$ cat src/core/event_consts.svh
// Purpose: offsets, fields, reset values and times of the event recorder
// Assumes: byte addresses on a 32-bit APB bus
// Notes:   times in their own unit, cycle counts derived in the module
`ifndef EVENT_CONSTS_SVH
`define EVENT_CONSTS_SVH
`define CLK_PERIOD_NS   10
`define MS_NS           1000000
`define FILT_MIN_MS     10
`define FILT_MAX_MS     100
`define BLINK_MS        500
`define LINK_TIMEOUT_MS 100
`define FAULT_HOLD_MS   50
`define ADDR_CTRL       12'h000
`define ADDR_STATUS     12'h004
`define ADDR_MASK       12'h008
`define ADDR_REC_INFO   12'h00c
`define ADDR_REC_TIME   12'h010
`define ADDR_LEVELS     12'h014
`define ADDR_TIME       12'h018
`define ADDR_FILT_BASE  12'h040
`define ADDR_FILT_LAST  12'h0bc
`define CTRL_LOADED     0
`define STS_EVENT       0
`define STS_FAULT       1
`define REC_LVL         8
`define REC_VALID       31
`define FILT_RESET      7'h0a
`endif

$ cat src/core/event_pkg.sv
// Purpose: shared types of the event recorder
// Assumes: nothing beyond the constants header
// Notes:   none
package event_pkg;
  typedef logic [4:0] chan_t;
  typedef logic [6:0] filt_t;
  typedef enum logic {HEALTH_RUN, HEALTH_FAULT} health_e;
endpackage

$ cat src/core/input_event_timestamp_module.sv
// Purpose: 32-point debounced input recorder with millisecond time stamps
// Assumes: APB slave, one clock, controller drains records by W1C
// Notes:   one record held at a time; further changes wait in the filter
//
// Implementation choices: the register addresses and register access over APB.
`timescale 1ns/100ps
`include "event_consts.svh"

// Summary of operation
// - 32 inputs in two groups of 16
// - per-point filter time 10 to 100 ms
// - each accepted change recorded with ms time
// - controller loads parameters, device applies them
// - self-check fault restarts the device
// - run lamp blinks when loaded, steady otherwise
// - link lamp lit while controller talks
// - fault lamp lit during a fault
// - channel lamps show filtered levels
module input_event_timestamp_module
  import event_pkg::*;
#(
  parameter int TICK_CYCLES = `MS_NS / `CLK_PERIOD_NS
) (
  input  wire logic        pclk,
  input  wire logic        presetn,
  input  wire logic        psel,
  input  wire logic        penable,
  input  wire logic        pwrite,
  input  wire logic [11:0] paddr,
  input  wire logic [31:0] pwdata,
  output logic      [31:0] prdata,
  output logic             pready,
  output logic             pslverr,
  input  wire logic [15:0] din_grp0,
  input  wire logic [15:0] din_grp1,
  output logic             irq,
  output logic             run_led,
  output logic             link_led,
  output logic             fault_led,
  output logic      [31:0] level_led
);
  // a one-cycle tick leaves the tick counter nothing to count
  if (TICK_CYCLES < 2) begin
    $error("tick too short");
  end

  // input synchronisers
  logic [31:0] s1_r, s2_r, s3_r, raw_r, raw_nxt;
  always_comb begin
    raw_nxt = (s2_r & ~(s2_r ^ s3_r)) | (raw_r & (s2_r ^ s3_r));
  end
  always_ff @(posedge pclk or negedge presetn) begin
    if (!presetn) begin
      s1_r  <= 32'h0;
      s2_r  <= 32'h0;
      s3_r  <= 32'h0;
      raw_r <= 32'h0;
    end else begin
      s1_r  <= {din_grp1, din_grp0};
      s2_r  <= s1_r;
      s3_r  <= s2_r;
      raw_r <= raw_nxt;
    end
  end

  // timebase, self-check, health
  logic [31:0] tick_r, tick_nxt, ms_r, ms_nxt, chk_r, chk_nxt;
  logic [9:0]  hold_r, hold_nxt;
  health_e     health_r, health_nxt;
  logic        tick, mismatch, soft_rst;
  assign tick     = (tick_r == 32'(TICK_CYCLES - 1));
  assign mismatch = (ms_r != chk_r);
  always_comb begin
    tick_nxt   = tick ? 32'h0 : tick_r + 32'h1;
    ms_nxt     = tick ? ms_r + 32'h1 : ms_r;
    chk_nxt    = tick ? chk_r + 32'h1 : chk_r;
    hold_nxt   = hold_r;
    health_nxt = health_r;
    soft_rst   = 1'b0;
    case (health_r)
      HEALTH_RUN: begin
        if (mismatch) begin
          health_nxt = HEALTH_FAULT;
          hold_nxt   = 10'h0;
          soft_rst   = 1'b1;
        end
      end
      HEALTH_FAULT: begin
        ms_nxt  = 32'h0;
        chk_nxt = 32'h0;
        if (tick) hold_nxt = hold_r + 10'h1;
        if (hold_r == 10'(`FAULT_HOLD_MS)) health_nxt = HEALTH_RUN;
      end
      default: health_nxt = HEALTH_RUN;
    endcase
  end
  always_ff @(posedge pclk or negedge presetn) begin
    if (!presetn) begin
      tick_r   <= 32'h0;
      ms_r     <= 32'h0;
      chk_r    <= 32'h0;
      hold_r   <= 10'h0;
      health_r <= HEALTH_RUN;
    end else begin
      tick_r   <= tick_nxt;
      ms_r     <= ms_nxt;
      chk_r    <= chk_nxt;
      hold_r   <= hold_nxt;
      health_r <= health_nxt;
    end
  end

  // APB slave and registers
  filt_t       filt_r [32];
  filt_t       filt_nxt [32];
  logic [31:0] prdata_nxt;
  logic [1:0]  sts_r, sts_nxt, mask_r, mask_nxt;
  logic        pready_nxt, pslverr_nxt, loaded_r, loaded_nxt, acc, wr, bad;
  logic        commit;
  chan_t       gnt;
  logic [31:0] flt_r;
  logic        rec_v_r, rec_l_r;
  chan_t       rec_ch_r;
  logic [31:0] rec_t_r;
  logic        in_filt, filt_ok;
  logic [4:0]  fidx;
  assign acc     = psel && penable && pready;
  assign wr      = acc && pwrite;
  assign in_filt = paddr >= `ADDR_FILT_BASE && paddr <= `ADDR_FILT_LAST && paddr[1:0] == 2'h0;
  assign fidx    = 5'((paddr - `ADDR_FILT_BASE) >> 2);
  assign filt_ok = pwdata >= 32'(`FILT_MIN_MS) && pwdata <= 32'(`FILT_MAX_MS);
  always_comb begin
    bad = !(in_filt || paddr == `ADDR_CTRL || paddr == `ADDR_STATUS || paddr == `ADDR_MASK
            || paddr == `ADDR_REC_INFO || paddr == `ADDR_REC_TIME || paddr == `ADDR_LEVELS
            || paddr == `ADDR_TIME);
    if (pwrite && in_filt && !filt_ok) bad = 1'b1;
    prdata_nxt = 32'h0;
    case (paddr)
      `ADDR_CTRL:     prdata_nxt[`CTRL_LOADED] = loaded_r;
      `ADDR_STATUS:   prdata_nxt = {30'h0, sts_r};
      `ADDR_MASK:     prdata_nxt = {30'h0, mask_r};
      `ADDR_REC_INFO: prdata_nxt = {rec_v_r, 22'h0, rec_l_r, 3'h0, rec_ch_r};
      `ADDR_REC_TIME: prdata_nxt = rec_t_r;
      `ADDR_LEVELS:   prdata_nxt = flt_r;
      `ADDR_TIME:     prdata_nxt = ms_r;
      default:        if (in_filt) prdata_nxt = {25'h0, filt_r[fidx]};
    endcase
    pready_nxt  = psel && penable && !pready;
    pslverr_nxt = pready_nxt && bad;
    if (!pready_nxt) prdata_nxt = 32'h0;
    filt_nxt   = filt_r;
    loaded_nxt = loaded_r;
    mask_nxt   = mask_r;
    sts_nxt    = sts_r;
    if (wr && !pslverr) begin
      if (in_filt) filt_nxt[fidx] = filt_t'(pwdata[6:0]);
      if (paddr == `ADDR_CTRL) loaded_nxt = pwdata[`CTRL_LOADED];
      if (paddr == `ADDR_MASK) mask_nxt = pwdata[1:0];
      if (paddr == `ADDR_STATUS) sts_nxt = sts_r & ~pwdata[1:0];
    end
    // hardware set wins over a same-cycle clear
    if (commit) sts_nxt[`STS_EVENT] = 1'b1;
    if (soft_rst) begin
      sts_nxt[`STS_FAULT] = 1'b1;
      loaded_nxt = 1'b0;
      for (int i = 0; i < 32; i++) filt_nxt[i] = `FILT_RESET;
    end
  end
  always_ff @(posedge pclk or negedge presetn) begin
    if (!presetn) begin
      prdata   <= 32'h0;
      pready   <= 1'b0;
      pslverr  <= 1'b0;
      loaded_r <= 1'b0;
      mask_r   <= 2'h0;
      sts_r    <= 2'h0;
      for (int i = 0; i < 32; i++) filt_r[i] <= `FILT_RESET;
    end else begin
      prdata   <= prdata_nxt;
      pready   <= pready_nxt;
      pslverr  <= pslverr_nxt;
      loaded_r <= loaded_nxt;
      mask_r   <= mask_nxt;
      sts_r    <= sts_nxt;
      filt_r   <= filt_nxt;
    end
  end

  // debounce and event record
  filt_t       cnt_r [32];
  filt_t       cnt_nxt [32];
  logic [31:0] flt_nxt, ripe;
  logic        rec_v_nxt, rec_l_nxt;
  chan_t       rec_ch_nxt;
  logic [31:0] rec_t_nxt;
  always_comb begin
    cnt_nxt = cnt_r;
    ripe    = 32'h0;
    for (int i = 0; i < 32; i++) begin
      if (raw_r[i] == flt_r[i]) cnt_nxt[i] = 7'h0;
      else if (tick && cnt_r[i] != 7'h7f) cnt_nxt[i] = cnt_r[i] + 7'h1;
      ripe[i] = raw_r[i] != flt_r[i] && cnt_r[i] >= filt_r[i];
    end
    gnt = 5'h0;
    for (int i = 31; i >= 0; i--) if (ripe[i]) gnt = 5'(i);
    // a full record holds back later changes rather than dropping them
    commit     = |ripe && !rec_v_r && health_r == HEALTH_RUN;
    flt_nxt    = flt_r;
    rec_v_nxt  = rec_v_r;
    rec_l_nxt  = rec_l_r;
    rec_ch_nxt = rec_ch_r;
    rec_t_nxt  = rec_t_r;
    if (wr && !pslverr && paddr == `ADDR_STATUS && pwdata[`STS_EVENT]) rec_v_nxt = 1'b0;
    if (commit) begin
      flt_nxt[gnt] = raw_r[gnt];
      cnt_nxt[gnt] = 7'h0;
      rec_v_nxt    = 1'b1;
      rec_l_nxt    = raw_r[gnt];
      rec_ch_nxt   = gnt;
      rec_t_nxt    = ms_r;
    end
    if (soft_rst) begin
      rec_v_nxt = 1'b0;
      for (int i = 0; i < 32; i++) cnt_nxt[i] = 7'h0;
    end
  end
  always_ff @(posedge pclk or negedge presetn) begin
    if (!presetn) begin
      flt_r    <= 32'h0;
      rec_v_r  <= 1'b0;
      rec_l_r  <= 1'b0;
      rec_ch_r <= 5'h0;
      rec_t_r  <= 32'h0;
      for (int i = 0; i < 32; i++) cnt_r[i] <= 7'h0;
    end else begin
      flt_r    <= flt_nxt;
      rec_v_r  <= rec_v_nxt;
      rec_l_r  <= rec_l_nxt;
      rec_ch_r <= rec_ch_nxt;
      rec_t_r  <= rec_t_nxt;
      cnt_r    <= cnt_nxt;
    end
  end

  // indicators and interrupt
  logic [9:0] blink_r, blink_nxt, link_r, link_nxt;
  logic       blink_ph_r, blink_ph_nxt, irq_src;
  assign irq_src = |(sts_r & mask_r);
  always_comb begin
    blink_nxt    = blink_r;
    blink_ph_nxt = blink_ph_r;
    if (tick) begin
      blink_nxt = (blink_r == 10'(`BLINK_MS - 1)) ? 10'h0 : blink_r + 10'h1;
      if (blink_r == 10'(`BLINK_MS - 1)) blink_ph_nxt = !blink_ph_r;
    end
    link_nxt = link_r;
    if (acc) link_nxt = 10'(`LINK_TIMEOUT_MS);
    else if (tick && link_r != 10'h0) link_nxt = link_r - 10'h1;
  end
  always_ff @(posedge pclk or negedge presetn) begin
    if (!presetn) begin
      blink_r    <= 10'h0;
      blink_ph_r <= 1'b0;
      link_r     <= 10'h0;
      irq        <= 1'b0;
      run_led    <= 1'b0;
      link_led   <= 1'b0;
      fault_led  <= 1'b0;
      level_led  <= 32'h0;
    end else begin
      blink_r    <= blink_nxt;
      blink_ph_r <= blink_ph_nxt;
      link_r     <= link_nxt;
      irq        <= irq_src;
      run_led    <= health_r == HEALTH_RUN && (!loaded_r || blink_ph_r);
      link_led   <= link_r != 10'h0;
      fault_led  <= health_r == HEALTH_FAULT;
      level_led  <= flt_r;
    end
  end

  // assertions
  property p_irq;
    @(posedge pclk) disable iff (!presetn) irq_src |=> irq;
  endproperty
  a_irq: assert property (p_irq) else $error("irq not raised");
  property p_stamp;
    @(posedge pclk) disable iff (!presetn) commit |=> rec_t_r == $past(ms_r) && rec_v_r;
  endproperty
  a_stamp: assert property (p_stamp) else $error("record time wrong");
  property p_rec_ch;
    @(posedge pclk) disable iff (!presetn)
      commit |=> (rec_ch_r == $past(gnt) && level_led[rec_ch_r] == !rec_l_r)
                 ##1 (level_led[rec_ch_r] == rec_l_r);
  endproperty
  a_rec_ch: assert property (p_rec_ch) else $error("record channel wrong");
  property p_filt_bad;
    @(posedge pclk) disable iff (!presetn)
      psel && penable && !pready && pwrite && in_filt && !filt_ok |=> pslverr && pready;
  endproperty
  a_filt_bad: assert property (p_filt_bad) else $error("bad filter not refused");
  property p_stable;
    @(posedge pclk) disable iff (!presetn)
      commit |-> cnt_r[gnt] >= filt_r[gnt] && filt_r[gnt] >= 7'(`FILT_MIN_MS);
  endproperty
  a_stable: assert property (p_stable) else $error("change accepted early");
  property p_run;
    @(posedge pclk) disable iff (!presetn)
      !loaded_r && health_r == HEALTH_RUN |=> run_led;
  endproperty
  a_run: assert property (p_run) else $error("run lamp not steady");
  property p_fault;
    @(posedge pclk) disable iff (!presetn)
      health_r == HEALTH_RUN && mismatch |=> !loaded_r && sts_r[`STS_FAULT] ##1 fault_led;
  endproperty
  a_fault: assert property (p_fault) else $error("fault not handled");
  property p_link;
    @(posedge pclk) disable iff (!presetn) acc |=> ##1 link_led;
  endproperty
  a_link: assert property (p_link) else $error("link lamp dark");
  property p_level;
    @(posedge pclk) disable iff (!presetn) 1'b1 |=> level_led == $past(flt_r);
  endproperty
  a_level: assert property (p_level) else $error("channel lamps wrong");
endmodule

$ cat config.mk
export PLATFORM = sky130hd
export DESIGN_NAME = input_event_timestamp_module
export DESIGN_NICKNAME = d
export VERILOG_FILES = /design/src/core/event_pkg.sv /design/src/core/input_event_timestamp_module.sv
export VERILOG_INCLUDE_DIRS = /design/src /design/src/core
export SDC_FILE = /design/constraint.sdc
export NUM_CORES = 2
export LEC_CHECK = 0
export BUFFER_PORTS_ARGS = -buffer_cell sky130_fd_sc_hd__buf_2
export CAP_MARGIN = 20
export CORE_AREA = 2 2 315 317
export CTS_CLUSTER_SIZE = 28
export DETAILED_ROUTE_END_ITERATION = 16
export DIE_AREA = 0 0 317 319
export SLEW_MARGIN = 15
export SYNTH_ARGS = -nofsm -noshare
export SYNTH_HDL_FRONTEND = slang
export SYNTH_SLANG_ARGS = --single-unit
$ cat constraint.sdc
create_clock -name pclk -period 5.2 [get_ports pclk]
set_input_delay 0.26 -clock pclk [delete_from_list [all_inputs] [get_ports pclk]]
set_output_delay 0.26 -clock pclk [all_outputs]
set_load 0.01 [all_outputs]
==> results.cfg <==
[global_route]
grt_max_degree = 153
grt_pass1_vias = 32400
grt_overflow = 0
antenna_found_initial = 2
grt_usage_pct = 25.7
grt_pass1_wl_mm = 200

[clock_network]
clock_latency_ns = 0.69
cts_sinks = 850
clk_transition_reported_paths_ns = 0.07
cts_htree_levels = 3
tritoncts = built
postCtsSetupBuffers = 0
cts_root_buf = clkbuf_16
max-clock-path-buffers = 3
cts-buffers-inserted = 94

[sta]
rsz0062_at_grt = false
finalCritPeriodShare_pct = 90.0
fmax_mhz = 214
min_period_ns = 4.68
fin_skew_ns = 0.0354
drv_slew = 0
worst_pin_slew_ns = 1.23
finalWorstSetupSlack_ns = 0.519
finalSetupTns_ns = 0
slew_headroom_pct = 18.1
hold_viol_final = 0
final-setup-viol-count = 0

[setup_path]
critPathLaunchType = flop
slowest_stage = a2111oi_1
critPathMaxFanout = 12
crit_type = flop to flop
critical-path-top-delay-family = compound AO/OA/AOI/OAI gates
crit_top_cell = nand2_1
cp-end-kind = flop
cpPeakStageDelay_ns = 0.73
cp_cell_sequence = inv_1 -> ha_1 -> nand2_1 -> o21ai_0 -> a41oi_1 -> o32ai_1 -> o21ai_1 -> a2111oi_1 -> o21a_1 -> buf_4 -> and2_1 -> nand2_1 -> mux2_1
reg2reg_setup_slack_ns = 0.52
worstPathRequired_ns = 5.78
arrival_ns = 5.26
cp_num_buf_inv = 2

[logic_synthesis]
synthFlopType = dfrtp_1
synth_top_family_by_area = simple AND/OR/NAND/NOR gates
yosys.area_share.xor_xnor_pct = 6.52
syn_inst = 4338
synth-simple-area-share_pct = 14.9
synthArstFlopShare_pct = 100
synth_edf_count = 0
synth_compound_area_share_pct = 11.5
syn-num-nets = 4682
yosys_warnings = 0
synth_mux_area_share_pct = 6.13
yosys.cell_types.count = 90
syn_area_um2 = 43600
ys_seq_area_share_pct = 48.9
synthAdderAreaFrac_pct = 8.27
synth-seq-cells = 850
syn_avg_cell_area_um2 = 10.1

[detailed_routing]
drt-wirelength-per-cell_um = 21.9
drt-initial-drc-count = 2873
via_per_inst = 5.68
drc = 0
via_count = 33400
wl_mm = 128
antenna_left = 0
dr.pass1.iters = 5

[die]
rows = 115
die_area_um2 = 101000
core_um2 = 97700
die_y_um = 319
die_w_um = 317
start_util_pct = 44.7
ioPinCount = 151

[pwr]
ir_drop_mv = 0.263
power.total_mw = 14.2
pwr_density_cell_nw_per_um2 = 286
p_leak_nw = 23.4

[layout]
final_nets = 4854
largestRegisters = cnt_r (224), filt_r (224)
final_cell_mix = dfrtp_1 (785), nor2_1 (501), nand2_1 (464), a21oi_1 (300), ha_1 (263)
layout_commonest_cell = dfrtp_1
final_area_um2 = 49500
fill_cells = 8830
drive_gt1_share_pct = 11.8
syn2layout_area_growth_pct = 13.5

[flow_run]
cap_violations = 0

[placed_design]
io_buffers = 150
place_hpwl_mm = 90.1
place_congestion = 0.893
placed_area_um2 = 46000
post-place-ws_ns = 0.590

[worst_hold_path]
hold_path.class = input port to flop

[status]
outcome = complete, no violations
-- synthesized netlist by cell type, types with 7 or more instances --
cell type,n,share of area [%]
nand3_1,63,0.72
a21o_1,27,0.46
clkbuf_1,153,1.3
o31ai_1,9,0.15
xnor2_1,131,2.6
xor2_1,194,3.9
o32ai_1,13,0.26
ha_1,263,7.5
nor4_1,17,0.24
a21oi_1,300,3.4
a31oi_1,17,0.24
dfstp_2,64,3.9
o21ai_1,14,0.16
inv_1,245,2.1
o21a_1,7,0.12
nor3_1,17,0.19
o22ai_1,33,0.47
a211oi_1,20,0.34
and2_1,12,0.17
nand2_1,464,4.0
o211ai_1,60,1.0
dfrtp_1,786,45
a211o_1,26,0.52
maj3_1,32,0.73
a41oi_1,13,0.26
o21ai_0,203,2.3
buf_1,25,0.22
mux2i_1,129,3.0
or3_1,26,0.37
and4_1,9,0.18
nand2b_1,20,0.29
and3_1,92,1.3
nor2b_1,35,0.50
nor2_1,503,4.3
nand4_1,142,2.0
mux4_2,57,2.9
-- cell type report --
class / count / area [um2] / area share (%)
Inverter: 246 / 923 / 1.86
Tap cell: 1287 / 1610 / 3.25
Clock inverter: 29 / 343 / 0.692
Multi-Input combinational cell: 3059 / 20700 / 41.8
Antenna cell: 2 / 5.00 / 0.0101
Timing Repair Buffer: 259 / 1780 / 3.59
Clock buffer: 147 / 2830 / 5.72
Sequential cell: 850 / 21400 / 43.1
-- timing repair --
| item | CTS | global route |
|---|---|---|
| endpoints found under the hold margin | 104 | 0 |
| hold buffers | 36 | 0 |
| resized for setup | 0 | 0 |
-- metrics by stage --
stage,util [%],instances,hold WS [ns]
floorplan,-,4338,-0.0356
global placement,47.1,5665,0.296
detailed placement,47.1,5665,0.300
CTS,50.7,5877,0.0597
global route,50.7,5878,0.0752
finish,50.7,5879,0.102
-- power breakdown --
group | leakage [nW] | switching, mW | internal [mW]
Clock | 1.57 | 2.81 | 4.01
Combinational | 10.6 | 0.434 | 0.175
Sequential | 11.3 | 0.0689 | 6.69
-- worst paths after layout --
| check | cells past startpoint | start | endpoint |
|---|---|---|---|
| worst max-delay path | 13 | filt_r[50]$_DFFE_PN1P_ | flt_r[9]$_DFFE_PN0P_ |
| worst min-delay path | 3 | pwdata[2] | filt_r[16]$_DFFE_PN0P_ |
| max in group asynchronous | 3 | presetn | cnt_r[96]$_DFF_PN0_ |
| worst max register to register | 13 | filt_r[50]$_DFFE_PN1P_ | flt_r[9]$_DFFE_PN0P_ |
| min in group asynchronous | 2 | presetn | tick_r[16]$_DFF_PN0_ |
| worst min register to register | 0 | s1_r[24]$_DFF_PN0_ | s2_r[24]$_DFF_PN0_ |
-- logic make-up (layout without fill, tap and decap cells) --
group                      Yosys count  count (layout)
AOI/OAI and AO/OA                  813             813
muxes                              195             195
DFF                                850             850
buffers and inverters              429             681
xor gates and xnor gates           325             325
adders and majority gates          295             295
other                                0               2
and+or+nand+nor                   1431            1431
-- layer usage --
layer	vias up	global-route usage (%)	wire (um)
met1	16700	36.3	57200
met5	-	0	18
met2	993	39.9	59100
li1	15500	-	-
met4	2	8.39	4290
met3	222	4.58	7820
-- tightest hold or removal path, cell delays in order --
cell	delay (ns)
buf_2	0.28
nand2_1	0.13
a21oi_1	0.06
Power figures use the tool's default switching activity.
